## config.mk

```make
export PLATFORM = sky130hd
export DESIGN_NAME = tlf_framer
export DESIGN_NICKNAME = d
export VERILOG_FILES = /design/src/tlf_pkg.sv /design/src/tlf_fifo.sv /design/src/tlf_framer.sv
export SDC_FILE = /design/constraint.sdc
export NUM_CORES = 1
export LEC_CHECK = 0
export BUFFER_PORTS_ARGS = -buffer_cell sky130_fd_sc_hd__buf_2
export CORE_MARGIN = 4
export CORE_UTILIZATION = 54
export CTS_BUF_LIST = sky130_fd_sc_hd__clkbuf_2 sky130_fd_sc_hd__clkbuf_4 sky130_fd_sc_hd__clkbuf_8
export CTS_CLUSTER_SIZE = 28
export DETAILED_ROUTE_END_ITERATION = 8
export PLACE_DENSITY = 0.7
export SLEW_MARGIN = 20
export SYNTH_ARGS = -nofsm -noshare
export SYNTH_HDL_FRONTEND = slang
export SYNTH_SLANG_ARGS = --single-unit
export TNS_END_PERCENT = 1
```

## constraint.sdc

```tcl
create_clock -name clk_sys -period 4.15 [get_ports clk_sys]
set_input_delay 0.415 -clock clk_sys [delete_from_list [all_inputs] [get_ports clk_sys]]
set_output_delay 0.415 -clock clk_sys [all_outputs]
set_load 0.005 [all_outputs]
```

## src/tlf_pkg.sv

```systemverilog
// Constants and carrier types for the secure transmit and config response framer
package tlf_pkg;

    localparam logic [7:0] TYPE_TX_TLS = 8'h23;
    localparam logic [7:0] TYPE_CFG_CMD = 8'h08;
    localparam logic [7:0] TYPE_CFG_RESP = 8'h88;
    localparam logic [7:0] TYPE_TX_STATUS = 8'h89;
    localparam logic [7:0] FRAME_DELIM = 8'h7e;
    localparam logic [7:0] CSUM_GOOD = 8'hff;

    // Transmit status codes
    localparam logic [7:0] TXST_OK = 8'h00;
    localparam logic [7:0] TXST_NO_CONN = 8'h20;
    localparam logic [7:0] TXST_BAD_FRAME = 8'h2c;
    localparam logic [7:0] TXST_RESOURCE = 8'h32;
    localparam logic [7:0] TXST_TOO_LONG = 8'h74;

    // Config response status codes
    localparam logic [7:0] CFG_OK = 8'h00;
    localparam logic [7:0] CFG_ERROR = 8'h01;
    localparam logic [7:0] CFG_BAD_CMD = 8'h02;
    localparam logic [7:0] CFG_BAD_PARAM = 8'h03;

    // Byte positions inside the frame data
    localparam logic [10:0] IDX_TYPE = 11'h000;
    localparam logic [10:0] IDX_FID = 11'h001;
    localparam logic [10:0] IDX_DADDR_LAST = 11'h005;
    localparam logic [10:0] IDX_DPORT_LAST = 11'h007;
    localparam logic [10:0] IDX_SPORT_LAST = 11'h009;
    localparam logic [10:0] IDX_PROFILE = 11'h00a;
    localparam logic [10:0] IDX_OPTIONS = 11'h00b;
    localparam logic [10:0] IDX_PAYLOAD = 11'h00c;
    localparam logic [10:0] IDX_CMD_HI = 11'h002;
    localparam logic [10:0] IDX_CMD_LO = 11'h003;
    localparam logic [10:0] IDX_PARAM = 11'h004;
    localparam logic [10:0] IDX_MAX = 11'h7ff;

    localparam int OPT_CLOSE_BIT = 1;
    localparam logic [10:0] MAX_PAYLOAD = 11'h5dc;
    // Secure transport always runs over TCP
    localparam logic TLS_IS_UDP = 1'b0;

    localparam logic [7:0] CMD_IDLE_HI = 8'h54;
    localparam logic [7:0] CMD_IDLE_LO = 8'h4d;
    localparam logic [15:0] IDLE_TIMEOUT_RESET = 16'h012c;

    localparam int CLK_HZ = 50000000;
    localparam int IDLE_TICK_MS = 100;
    localparam int IDLE_TICK_CYCLES = CLK_HZ / 1000 * IDLE_TICK_MS;

    localparam int NSOCK = 4;
    localparam logic [15:0] EPHEM_PORT_BASE = 16'hc000;
    localparam int FIFO_DEPTH = 4;
    localparam int RESP_MAX = 7;
    localparam logic [2:0] RESP_LEN_STATUS = 3'h3;
    localparam logic [2:0] RESP_LEN_CFG_SET = 3'h5;
    localparam logic [2:0] RESP_LEN_CFG_GET = 3'h7;

    typedef struct packed {
        logic open;
        logic [15:0] src_port;
        logic [31:0] dst_addr;
        logic [15:0] dst_port;
        logic [7:0] profile;
        logic [15:0] idle;
    } tlf_sock_t;

    typedef struct packed {
        logic drop;
        logic last;
        logic [1:0] sock;
        logic [7:0] profile;
        logic [7:0] data;
    } tlf_net_word_t;

endpackage

```

## src/tlf_fifo.sv

```systemverilog
// Small FIFO with a registered output stage
`timescale 1ns/10ps
`default_nettype none
module tlf_fifo #(
    parameter int WIDTH = 20,
    parameter int DEPTH = 4
) (
    input wire logic clk_sys,
    input wire logic rst_b,
    input wire logic in_valid,
    input wire logic [WIDTH-1:0] in_data,
    output logic in_ready,
    output logic out_valid,
    output logic [WIDTH-1:0] out_data,
    input wire logic out_ready,
    output logic [$clog2(DEPTH+1)-1:0] count
);
    localparam int AW = $clog2(DEPTH);
    localparam int CW = $clog2(DEPTH+1);

    logic [WIDTH-1:0] mem [DEPTH];
    logic [AW-1:0] wr_ptr, rd_ptr, next_wr_ptr, next_rd_ptr;
    logic [CW-1:0] next_count;
    logic next_out_valid;
    logic [WIDTH-1:0] next_out_data;
    logic push, pop;

    always_comb begin
        push = in_valid && in_ready;
        pop = (count != '0) && (!out_valid || out_ready);
        next_wr_ptr = push ? AW'(wr_ptr + 1'b1) : wr_ptr;
        next_rd_ptr = pop ? AW'(rd_ptr + 1'b1) : rd_ptr;
        next_count = CW'(count + CW'(push) - CW'(pop));
        next_out_valid = pop || (out_valid && !out_ready);
        next_out_data = pop ? mem[rd_ptr] : out_data;
        in_ready = count != CW'(DEPTH);
    end

    always_ff @(posedge clk_sys or negedge rst_b) begin
        if (!rst_b) begin
            wr_ptr <= '0;
            rd_ptr <= '0;
            count <= '0;
            out_valid <= 1'b0;
            out_data <= '0;
        end else begin
            wr_ptr <= next_wr_ptr;
            rd_ptr <= next_rd_ptr;
            count <= next_count;
            out_valid <= next_out_valid;
            out_data <= next_out_data;
        end
    end

    // Storage holds no control state, so it needs no reset
    always_ff @(posedge clk_sys) begin
        if (push) begin
            mem[wr_ptr] <= in_data;
        end
    end
endmodule // tlf_fifo
`default_nettype wire

```

## src/tlf_framer.sv

```systemverilog
// Secure transmit request parser, socket matcher and config/status response framer
`timescale 1ns/10ps
`default_nettype none
module tlf_framer #(
    parameter int TICK_CYCLES = tlf_pkg::IDLE_TICK_CYCLES
) (
    input wire logic clk_sys,
    input wire logic rst_b,
    input wire logic rx_valid,
    input wire logic [7:0] rx_data,
    input wire logic rx_last,
    output logic rx_ready,
    output logic host_valid,
    output logic [7:0] host_data,
    input wire logic host_ready,
    output logic net_valid,
    output tlf_pkg::tlf_net_word_t net_word,
    input wire logic net_ready
);
    typedef enum logic [2:0] {S_IDLE, S_LENH, S_LENL, S_DATA, S_SUM} tlf_ser_t;

    function automatic logic sock_match(input tlf_pkg::tlf_sock_t s, input logic [31:0] a,
                                        input logic [15:0] dp, input logic [15:0] sp);
        sock_match = s.open && s.dst_addr == a && s.dst_port == dp &&
                     (sp == 16'h0000 || s.src_port == sp);
    endfunction

    logic [10:0] idx, paylen;
    logic [7:0] ftype, fid, prof, opts, pend_byte, csum, tx_st, cmd_hi, cmd_lo, par_hi;
    logic [7:0] par_lo;
    logic [31:0] daddr, tick_cnt;
    logic [15:0] dport, sport, idle_tm;
    logic pend_v, sock_ok, too_long;
    logic [1:0] sock_sel;
    tlf_pkg::tlf_sock_t tab [tlf_pkg::NSOCK];
    logic [7:0] rbuf [tlf_pkg::RESP_MAX];
    logic [2:0] rlen;

    logic [10:0] next_idx, next_paylen;
    logic [7:0] next_ftype, next_fid, next_prof, next_opts, next_pend_byte, next_csum;
    logic [7:0] next_tx_st, next_cmd_hi, next_cmd_lo, next_par_hi, next_par_lo;
    logic [31:0] next_daddr, next_tick_cnt;
    logic [15:0] next_dport, next_sport, next_idle_tm;
    logic next_pend_v, next_sock_ok, next_too_long, next_rx_ready;
    logic [1:0] next_sock_sel;
    tlf_pkg::tlf_sock_t next_tab [tlf_pkg::NSOCK];
    logic [7:0] next_rbuf [tlf_pkg::RESP_MAX];
    logic [2:0] next_rlen;

    logic accept, tick, good, found, resp_start, push, fifo_ready;
    logic [7:0] cfg_st;
    logic [2:0] fifo_cnt;
    tlf_pkg::tlf_net_word_t push_word;

    tlf_ser_t ser_state, next_ser_state;
    logic [2:0] ser_idx, next_ser_idx;
    logic [7:0] ser_csum, next_ser_csum, next_host_data;
    logic next_host_valid;

    always_comb begin
        next_idx = idx;
        next_paylen = paylen;
        next_ftype = ftype;
        next_fid = fid;
        next_prof = prof;
        next_opts = opts;
        next_pend_byte = pend_byte;
        next_csum = csum;
        next_tx_st = tx_st;
        next_cmd_hi = cmd_hi;
        next_cmd_lo = cmd_lo;
        next_par_hi = par_hi;
        next_par_lo = par_lo;
        next_daddr = daddr;
        next_dport = dport;
        next_sport = sport;
        next_idle_tm = idle_tm;
        next_pend_v = pend_v;
        next_sock_ok = sock_ok;
        next_too_long = too_long;
        next_sock_sel = sock_sel;
        next_tab = tab;
        next_rbuf = rbuf;
        next_rlen = rlen;
        push = 1'b0;
        push_word = '0;
        resp_start = 1'b0;
        found = 1'b0;
        cfg_st = tlf_pkg::CFG_OK;
        good = 1'b0;
        accept = rx_valid && rx_ready;

        // Idle sockets age on a coarse tick; a zero timeout never closes
        tick = tick_cnt == 32'(TICK_CYCLES - 1);
        next_tick_cnt = tick ? 32'h0000_0000 : tick_cnt + 32'h0000_0001;
        for (int i = 0; i < tlf_pkg::NSOCK; i++) begin
            if (tab[i].open) begin
                if (tick && tab[i].idle != 16'hffff) begin
                    next_tab[i].idle = tab[i].idle + 16'h0001;
                end
                if (idle_tm != 16'h0000 && tab[i].idle >= idle_tm) begin
                    next_tab[i].open = 1'b0;
                end
            end
        end

        if (accept && !rx_last) begin
            next_csum = csum + rx_data;
            next_idx = (idx == tlf_pkg::IDX_MAX) ? idx : idx + 11'h001;
            if (idx == tlf_pkg::IDX_TYPE) begin
                next_ftype = rx_data;
            end else if (idx == tlf_pkg::IDX_FID) begin
                next_fid = rx_data;
            end else if (ftype == tlf_pkg::TYPE_TX_TLS) begin
                if (idx <= tlf_pkg::IDX_DADDR_LAST) begin
                    next_daddr = {daddr[23:0], rx_data};
                end else if (idx <= tlf_pkg::IDX_DPORT_LAST) begin
                    next_dport = {dport[7:0], rx_data};
                end else if (idx <= tlf_pkg::IDX_SPORT_LAST) begin
                    next_sport = {sport[7:0], rx_data};
                end else if (idx == tlf_pkg::IDX_PROFILE) begin
                    next_prof = rx_data;
                end else if (idx == tlf_pkg::IDX_OPTIONS) begin
                    next_opts = rx_data;
                    next_sock_ok = 1'b0;
                    next_tx_st = (sport == 16'h0000) ? tlf_pkg::TXST_RESOURCE
                                                     : tlf_pkg::TXST_NO_CONN;
                    for (int i = 0; i < tlf_pkg::NSOCK; i++) begin
                        if (!found && sock_match(tab[i], daddr, dport, sport)) begin
                            found = 1'b1;
                            next_sock_sel = 2'(i);
                        end
                    end
                    // No match on a zero source port opens a fresh socket
                    for (int i = 0; i < tlf_pkg::NSOCK; i++) begin
                        if (!found && sport == 16'h0000 && !tab[i].open) begin
                            found = 1'b1;
                            next_sock_sel = 2'(i);
                            next_tab[i].open = 1'b1;
                            next_tab[i].src_port = tlf_pkg::EPHEM_PORT_BASE + 16'(i);
                            next_tab[i].dst_addr = daddr;
                            next_tab[i].dst_port = dport;
                        end
                    end
                    if (found) begin
                        next_sock_ok = 1'b1;
                        next_tx_st = tlf_pkg::TXST_OK;
                        next_tab[next_sock_sel].idle = 16'h0000;
                        next_tab[next_sock_sel].profile = prof;
                    end
                end else if (sock_ok) begin
                    // One byte held back so the last one can carry the end mark
                    if (paylen == tlf_pkg::MAX_PAYLOAD) begin
                        next_too_long = 1'b1;
                        next_tx_st = tlf_pkg::TXST_TOO_LONG;
                    end else begin
                        push = pend_v;
                        push_word = '{drop: 1'b0, last: 1'b0, sock: sock_sel,
                                      profile: prof, data: pend_byte};
                        next_pend_byte = rx_data;
                        next_pend_v = 1'b1;
                        next_paylen = paylen + 11'h001;
                    end
                end
            end else if (ftype == tlf_pkg::TYPE_CFG_CMD) begin
                if (idx == tlf_pkg::IDX_CMD_HI) begin
                    next_cmd_hi = rx_data;
                end else if (idx == tlf_pkg::IDX_CMD_LO) begin
                    next_cmd_lo = rx_data;
                end else begin
                    next_par_hi = par_lo;
                    next_par_lo = rx_data;
                end
            end
        end

        if (accept && rx_last) begin
            good = (csum + rx_data) == tlf_pkg::CSUM_GOOD;
            next_idx = '0;
            next_csum = '0;
            next_paylen = '0;
            next_pend_v = 1'b0;
            next_too_long = 1'b0;
            next_sock_ok = 1'b0;
            if (ftype == tlf_pkg::TYPE_TX_TLS && idx > tlf_pkg::IDX_FID) begin
                // Bad checksum or overflow marks the last word for the consumer to drop
                push = pend_v && sock_ok;
                push_word = '{drop: !good || too_long, last: 1'b1, sock: sock_sel,
                              profile: prof, data: pend_byte};
                if (good && sock_ok && opts[tlf_pkg::OPT_CLOSE_BIT] && !tlf_pkg::TLS_IS_UDP) begin
                    next_tab[sock_sel].open = 1'b0;
                end
                next_rbuf[0] = tlf_pkg::TYPE_TX_STATUS;
                next_rbuf[1] = fid;
                next_rbuf[2] = (idx <= tlf_pkg::IDX_OPTIONS) ? tlf_pkg::TXST_BAD_FRAME :
                               (sock_ok && !pend_v) ? tlf_pkg::TXST_BAD_FRAME : tx_st;
                next_rlen = tlf_pkg::RESP_LEN_STATUS;
                resp_start = good && fid != 8'h00;
            end else if (ftype == tlf_pkg::TYPE_CFG_CMD && idx > tlf_pkg::IDX_FID) begin
                next_rlen = tlf_pkg::RESP_LEN_CFG_SET;
                if (idx <= tlf_pkg::IDX_CMD_LO) begin
                    cfg_st = tlf_pkg::CFG_ERROR;
                end else if (cmd_hi != tlf_pkg::CMD_IDLE_HI || cmd_lo != tlf_pkg::CMD_IDLE_LO) begin
                    cfg_st = tlf_pkg::CFG_BAD_CMD;
                end else if (idx == tlf_pkg::IDX_PARAM) begin
                    next_rlen = tlf_pkg::RESP_LEN_CFG_GET;
                end else if (idx == tlf_pkg::IDX_PARAM + 11'h002) begin
                    if (good) begin
                        next_idle_tm = {par_hi, par_lo};
                    end
                end else begin
                    cfg_st = tlf_pkg::CFG_BAD_PARAM;
                end
                next_rbuf[0] = tlf_pkg::TYPE_CFG_RESP;
                next_rbuf[1] = fid;
                next_rbuf[2] = cmd_hi;
                next_rbuf[3] = cmd_lo;
                next_rbuf[4] = cfg_st;
                next_rbuf[5] = idle_tm[15:8];
                next_rbuf[6] = idle_tm[7:0];
                resp_start = good && fid != 8'h00;
            end
        end

        // Push lands one cycle after ready is seen, so keep a slot spare
        next_rx_ready = ({1'b0, fifo_cnt} + 4'(push)) < 4'(tlf_pkg::FIFO_DEPTH) &&
                        !resp_start && ser_state == S_IDLE && !host_valid && fifo_ready;
    end

    always_ff @(posedge clk_sys or negedge rst_b) begin
        if (!rst_b) begin
            idx <= '0;
            paylen <= '0;
            ftype <= '0;
            fid <= '0;
            prof <= '0;
            opts <= '0;
            pend_byte <= '0;
            csum <= '0;
            tx_st <= '0;
            cmd_hi <= '0;
            cmd_lo <= '0;
            par_hi <= '0;
            par_lo <= '0;
            daddr <= '0;
            tick_cnt <= '0;
            dport <= '0;
            sport <= '0;
            idle_tm <= tlf_pkg::IDLE_TIMEOUT_RESET;
            pend_v <= 1'b0;
            sock_ok <= 1'b0;
            too_long <= 1'b0;
            sock_sel <= '0;
            tab <= '{default: '0};
            rbuf <= '{default: '0};
            rlen <= '0;
            rx_ready <= 1'b0;
        end else begin
            idx <= next_idx;
            paylen <= next_paylen;
            ftype <= next_ftype;
            fid <= next_fid;
            prof <= next_prof;
            opts <= next_opts;
            pend_byte <= next_pend_byte;
            csum <= next_csum;
            tx_st <= next_tx_st;
            cmd_hi <= next_cmd_hi;
            cmd_lo <= next_cmd_lo;
            par_hi <= next_par_hi;
            par_lo <= next_par_lo;
            daddr <= next_daddr;
            tick_cnt <= next_tick_cnt;
            dport <= next_dport;
            sport <= next_sport;
            idle_tm <= next_idle_tm;
            pend_v <= next_pend_v;
            sock_ok <= next_sock_ok;
            too_long <= next_too_long;
            sock_sel <= next_sock_sel;
            tab <= next_tab;
            rbuf <= next_rbuf;
            rlen <= next_rlen;
            rx_ready <= next_rx_ready;
        end
    end

    // Envelope serializer: delimiter, length, data, checksum
    always_comb begin
        next_ser_state = ser_state;
        next_ser_idx = ser_idx;
        next_ser_csum = ser_csum;
        next_host_valid = host_valid && !host_ready;
        next_host_data = host_data;
        if (!host_valid || host_ready) begin
            unique case (ser_state)
                S_IDLE: begin
                    if (resp_start) begin
                        next_host_valid = 1'b1;
                        next_host_data = tlf_pkg::FRAME_DELIM;
                        next_ser_state = S_LENH;
                    end
                end
                S_LENH: begin
                    next_host_valid = 1'b1;
                    next_host_data = 8'h00;
                    next_ser_state = S_LENL;
                end
                S_LENL: begin
                    next_host_valid = 1'b1;
                    next_host_data = {5'h00, rlen};
                    next_ser_idx = '0;
                    next_ser_csum = '0;
                    next_ser_state = S_DATA;
                end
                S_DATA: begin
                    next_host_valid = 1'b1;
                    next_host_data = rbuf[ser_idx];
                    next_ser_csum = ser_csum + rbuf[ser_idx];
                    next_ser_idx = ser_idx + 3'h1;
                    if (ser_idx == rlen - 3'h1) begin
                        next_ser_state = S_SUM;
                    end
                end
                S_SUM: begin
                    next_host_valid = 1'b1;
                    next_host_data = tlf_pkg::CSUM_GOOD - ser_csum;
                    next_ser_state = S_IDLE;
                end
            endcase
        end
    end

    always_ff @(posedge clk_sys or negedge rst_b) begin
        if (!rst_b) begin
            ser_state <= S_IDLE;
            ser_idx <= '0;
            ser_csum <= '0;
            host_valid <= 1'b0;
            host_data <= '0;
        end else begin
            ser_state <= next_ser_state;
            ser_idx <= next_ser_idx;
            ser_csum <= next_ser_csum;
            host_valid <= next_host_valid;
            host_data <= next_host_data;
        end
    end

    tlf_fifo #(
        .WIDTH($bits(tlf_pkg::tlf_net_word_t)),
        .DEPTH(tlf_pkg::FIFO_DEPTH)
    ) u_fifo (
        .clk_sys(clk_sys),
        .rst_b(rst_b),
        .in_valid(push),
        .in_data(push_word),
        .in_ready(fifo_ready),
        .out_valid(net_valid),
        .out_data(net_word),
        .out_ready(net_ready),
        .count(fifo_cnt)
    );
endmodule // tlf_framer
`default_nettype wire

```

==> results.cfg, run 1 <==
[placed_design]
dp_hpwl_microns = 62300
place_ws_ns = 0.555
portBuffers = 44
placedCellCount = 3789
gp_congestion = 0.956

[timing]
hold_viol_final = 0
fin_crit_sh_pct = 88.2
maxClockFrequency_mhz = 273
worst_slack_ns = 0.488
hold_ws_ns = 0.0753
fin_tns_setup_ns = 0
setup_viol = 0
rsz0062_at_grt = false
period_needed_ns = 3.66
worst_slew_pin_slew_ns = 1.05
drv_slew = 0
slew_headroom_pct = 29.7
finClkSkew_ns = 0.0388

[worst_hold_path]
min-delay-start = rx_last
hold_path_class = in -> reg
holdPathEnd = csum[0]
worstHoldPathCells = 3

[power_and_ir_drop]
ir_drop_uv = 281
clock_power_share_pct = 43.4
power_frac_comb_pct = 8.2
p_sw_mw = 3.93
intPower_mw = 11.6
sw_frac_of_total_pct = 25.3
p_leak_nw = 18.3
power_density_nw_per_um2 = 393
p_seq_share_pct = 48.4
total_power_mw = 15.5

[die]
die-area_sq_um = 70200
die_h_microns = 265
num_io_pins = 45
die_x_microns = 265
num_rows = 93
initial_core_util_pct = 54.9
core_sq_um = 64900

[clock_network]
clock-sinks = 719
clkTransAtPathRegs_ns = 0.06
htreeDepth = 3
clock_latency_ns = 0.74
numCtsBuffers = 118
tritoncts = built
cts_max_path_buffers = 3
cts_root_buffer = clkbuf_8
cts_resized = 0

[finish]
nets = 3173
area_growth_syn_to_layout_pct = 10.8
layout_commonest_cell = dfrtp_1
multi_input_area_sq_um = 16200
final_cells = 4015
final_cell_mix = 635 x dfrtp_1, 272 x mux2_2, 252 x xnor2_1
drive_gt1_share_pct = 24.3
nFillCells = 5092
regArea_sq_um = 18400

[synthesis]
synth_edf_count = 80
syn_area_per_cell_sq_um = 11.9
synthFlopType = dfrtp_1
synth_nets = 3102
ys_ff_latch = 719
synth_cell_types = 89
synth_cells = 2987
async_reset_ff_share_pct = 88.9
netlist_area_sq_um = 35700
yosysWarningCount = 0
ys_seq_area_share_pct = 51.6

[critical_path]
reg2regPathDepth = 9
slowest_stage = dfrtp_1
crit_type = reg -> reg
critPathCaptureType = flop
required_ns = 4.76
cp_cell_sequence = xnor2_1, nand4_1, nor3_1, nand4_1, o2bb2ai_1, or3_1, or4b_4, buf_12, mux2_4
critPathLaunchType = flop
slowest_delay_ns = 0.57
critPathMostFrequentCell = nand4_1
timing.rr.end = tab[211]
cp.arrival_ns = 4.27
crit_fanout = 19
r2r-start = daddr[14]
r2r_setup_slack_ns = 0.49

[global_routing]
antenna_found_initial = 1
overflow = 0
use_met2_pct = 42.9
grtUsageTotal_pct = 25.7
met3_usage_pct = 4.40
grt_max_degree = 95
busiest_layer = met2
met1_usage_pct = 34.6
grt_pass1_vias = 24200
grt_pass1_wl_microns = 142000

[routing]
antenna_left = 0
wl_microns = 90100
dr_total_vias = 23600
drc = 0
viasPerCell = 5.88
dr.pass1.iters = 5
drtIter0Drc = 2002
route.detailed.wl_per_inst_microns = 22.4

[job]
max-cap-violations = 0

[run_status]
status = finished clean
## how the worst max path moves through the flow
stage,from,to,slack (ns)
after global placement,dport[2],tab[207],0.62
after floorplan,idx[1],u_fifo.mem[0][0],0.87
after detailed placement,daddr[8],tab[207],0.56
after global routing,idx[1],u_fifo.mem[2][3],0.35
final,daddr[14],tab[211],0.49
after CTS,daddr[8],tab[212],0.54
## sequential cells by signal, indices dropped and copies added (netlist names), 8 cells and up
register and cells:
u_fifo.out_data 20, sport 16, fid 8, idle_tm 16, tick_cnt 32, tab 324
idx 11, prof 8, dport 16, ser_csum 8, par_lo 8, pend_byte 8
paylen 11, ftype 8, rbuf 44, cmd_hi 8, daddr 32, u_fifo.mem 80
host_data 8, csum 8, par_hi 8, cmd_lo 8
## worst max-delay path, delay by kind of cell (launching register included)
kind,cells,cell delay (ns)
flops,1,0.57
mux,1,0.32
simple gates,5,1.54
compound gates,1,0.28
xor+xnor,1,0.57
buf+inv,1,0.23
## area by class of cell
class | count | area share [%]
clock inverters | 38 | 0.886
repair buffers | 120 | 2.59
well taps | 855 | 2.71
multi-input cells | 2038 | 40.9
diodes | 1 | 0.00633
flip-flops and latches | 719 | 46.5
inverters | 61 | 0.579
clock buffers | 183 | 5.79
## metrics by stage
| stage | cell area [sq um] | util (%) |
|---|---|---|
| after floorplan | 35700 | - |
| after global placement | 36800 | 56.7 |
| after detailed placement | 36800 | 56.7 |
| after CTS | 39500 | 60.9 |
| after global routing | 39500 | 60.9 |
| final | 39500 | 60.9 |
## cell families after synthesis
family                   count (synthesis)  synth area share [%]
AND/OR/NAND/NOR                        897                  13.4
flip-flops                             719                  51.6
multiplexers                           392                  13.9
XOR/XNOR                               357                  8.89
AO/OA/AOI/OAI                          291                  5.30
buffers and inverters                  230                  3.23
adder cells (fa/ha/maj)                101                  3.61
## synth_stat cells (8+ instances only)
library cell	number	share of area, %
a211oi_1	10	0.21
a21o_1	27	0.57
a21oi_1	62	0.87
a22o_1	12	0.29
a22oi_1	13	0.27
and2_1	54	0.95
and3_1	30	0.53
and4_1	8	0.20
buf_1	13	0.14
buf_2	63	0.88
buf_4	18	0.38
buf_6	17	0.54
clkbuf_1	57	0.60
dfrtp_1	635	45
edfxtp_1	80	6.7
ha_1	98	3.4
inv_1	61	0.64
mux2_2	272	8.6
mux2_4	88	3.7
mux2i_1	11	0.31
mux4_2	21	1.3
nand2_1	185	1.9
nand2b_1	67	1.2
nand3_1	69	0.97
nand4_1	121	2.1
nor2_1	172	1.8
nor2_4	9	0.28
nor2b_1	46	0.81
nor3_1	34	0.48
nor4_1	43	0.75
nor4b_1	8	0.20
o21ai_0	80	1.1
o21ai_1	12	0.17
o21bai_1	9	0.19
o22ai_1	13	0.23
or3_1	11	0.19
xnor2_1	252	6.2
xor2_1	99	2.4
## metal layers
| metal | vias to the layer above | wire (microns) |
|---|---|---|
| li1 | 10700 | - |
| met5 | - | 0 |
| met4 | 0 | 2810 |
| met3 | 174 | 5100 |
| met2 | 723 | 43800 |
| met1 | 12000 | 38400 |
## repair_timing
action | 4_1_cts | 5_1_grt
setup buffers | 0 | 0
hold buffers | 4 | 0
hold endpoints to repair | 83 | 0
## power by group through the flow
stage	clock network, mW	logic [mW]	registers, mW
global route	7.23	1.42	7.54
global placement	0	1.22	7.63
floorplan	0	0.896	7.52
CTS	6.90	1.28	7.51
detailed placement	0	1.27	7.64
finish	6.75	1.27	7.52
No activity file was read; power rests on OpenSTA's default activity.
==> run 2: changes to the inputs <==
clock period = 4 ns   (was 4.15 ns; I/O delays follow)
==> results.cfg, run 2 (synthesized netlist as in run 1, its figures left out) <==
[routing]
viasPerCell = 5.80
dr_total_vias = 23300
m1WireLength_microns = 40200
dr.pass1.iters = 5
top_layer = met4
drtIter0Drc = 1909
route.detailed.wl_per_inst_microns = 22.4
antenna_left = 0
wl_microns = 90300
drc = 0
met2WireLength_microns = 43500
routed-wl-met3_microns = 3730

[die]
num_io_pins = 45
core_sq_um = 64900
initial_core_util_pct = 54.9
die-area_sq_um = 70200
die_x_microns = 265
die_h_microns = 265
num_rows = 93

[placed_design]
dp_hpwl_microns = 63400
portBuffers = 44
gp_congestion = 0.943

[clock_network]
cts_root_buffer = clkbuf_8
post-cts-setup-buffers = 0
clkTransAtPathRegs_ns = 0.06
numCtsBuffers = 117
htreeDepth = 3
cts_max_path_buffers = 3
tritoncts = built
clock_latency_ns = 0.74
clock-sinks = 719

[global_routing]
grt_pass1_wl_microns = 142000
grt_pass1_vias = 24400
grtUsageTotal_pct = 25.8
overflow = 0
antenna_found_initial = 1
grt_max_degree = 99

[critical_path]
slowest_delay_ns = 0.60
reg2regPathDepth = 10
critPathLaunchType = flop
cp.arrival_ns = 4.39
critPathMostFrequentCell = buf_4
slowest_stage = xnor2_1
critPathCaptureType = flop
required_ns = 4.65
crit_fanout = 16
cp_cell_sequence = xnor2_1, nand4_1, or4_1, a211oi_2, o2bb2ai_1, or3_1, or4_4, buf_4, buf_4, and2_1
crit_type = reg -> reg

[finish]
largest-register = tab
layout_commonest_cell = dfrtp_1
drive_gt1_share_pct = 24.5
final_cell_mix = 635 x dfrtp_1, 272 x mux2_2, 252 x xnor2_1
final_util_pct = 61.0
nets = 3186
largest_register_ffs = 324
area_growth_syn_to_layout_pct = 11.0
reg.largest.list = tab x324, u_fifo.mem x80, rbuf x44

[timing]
period_needed_ns = 3.74
slew_headroom_pct = 29.7
fin_tns_setup_ns = 0
setup_viol = 0
maxClockFrequency_mhz = 267
drv_slew = 0
finClkSkew_ns = 0.0269
worst_slew_pin_slew_ns = 1.05
fin_crit_sh_pct = 93.5
rsz0062_at_grt = false
hold_viol_final = 0

[worst_hold_path]
hold_path_class = in -> reg
worstHoldPathCells = 3

[power_and_ir_drop]
total_power_mw = 16.1
power_density_nw_per_um2 = 407
ir_drop_uv = 280
p_leak_nw = 18.3

[job]
max-cap-violations = 0

[run_status]
status = finished clean
[run 2: worst max-delay path, delay by kind of cell, from the launching register on]
kind                      cells  cell delay, ns
AOI/OAI and AO/OA             2            0.63
xor gates and xnor gates      1            0.60
buffers and inverters         2            0.49
DFF                           1            0.53
and+or+nand+nor               5            1.41
[run 2: repair_timing]
action / 4_1_cts / 5_1_grt
hold buffers: 4 / 0
hold endpoints to repair: 91 / 0
resized for setup: 0 / 0
[run 2: power breakdown]
part | switching, mW | internal, mW | leakage [nW] | total [mW]
combinational | 0.779 | 0.546 | 7.90 | 1.33
clock | 3.05 | 3.96 | 1.40 | 7.00
sequential | 0.245 | 7.56 | 9.00 | 7.80
total | 4.07 | 12.1 | 18.3 | 16.1
[run 2: layout make-up]
cell class | instances | area [sq um]
tap | 855 | 1070
fill | 5130 | 25300
antenna | 1 | 2.50
clock inverter | 35 | 360
inverter | 61 | 229
sequential | 719 | 18400
clock buffer | 184 | 2260
multi-input combinational | 2038 | 16200
timing repair buffer | 134 | 1120
[run 2: worst paths after layout]
path,to,slack (ns),start
max,tab[76],0.26,dport[0]
min,csum[1],0.09,rx_last
max reg2reg,tab[76],0.26,dport[0]
min reg2reg,rbuf[51],0.47,rbuf[51]
max in group asynchronous,tab[76],2.49,rst_b
min in group asynchronous,u_fifo.out_data[6],0.30,rst_b
[run 2: per-layer routing]
| layer | vias up | global-route usage [%] |
|---|---|---|
| li1 | 10700 | - |
| met1 | 11900 | 35.5 |
| met2 | 564 | 42.6 |
| met3 | 166 | 4.01 |
| met4 | 0 | 8.11 |
| met5 | - | 0 |
[run 2: through the flow]
stage	worst slack [ns]	instances	hold slack [ns]	cell area [sq um]
CTS	0.287	4026	0.0284	39600
global route	0.109	4027	0.0495	39600
finish	0.260	4027	0.0904	39600
global placement	0.409	3803	0.451	36900
detailed placement	0.297	3803	0.456	36900
floorplan	0.716	2987	0.104	35700
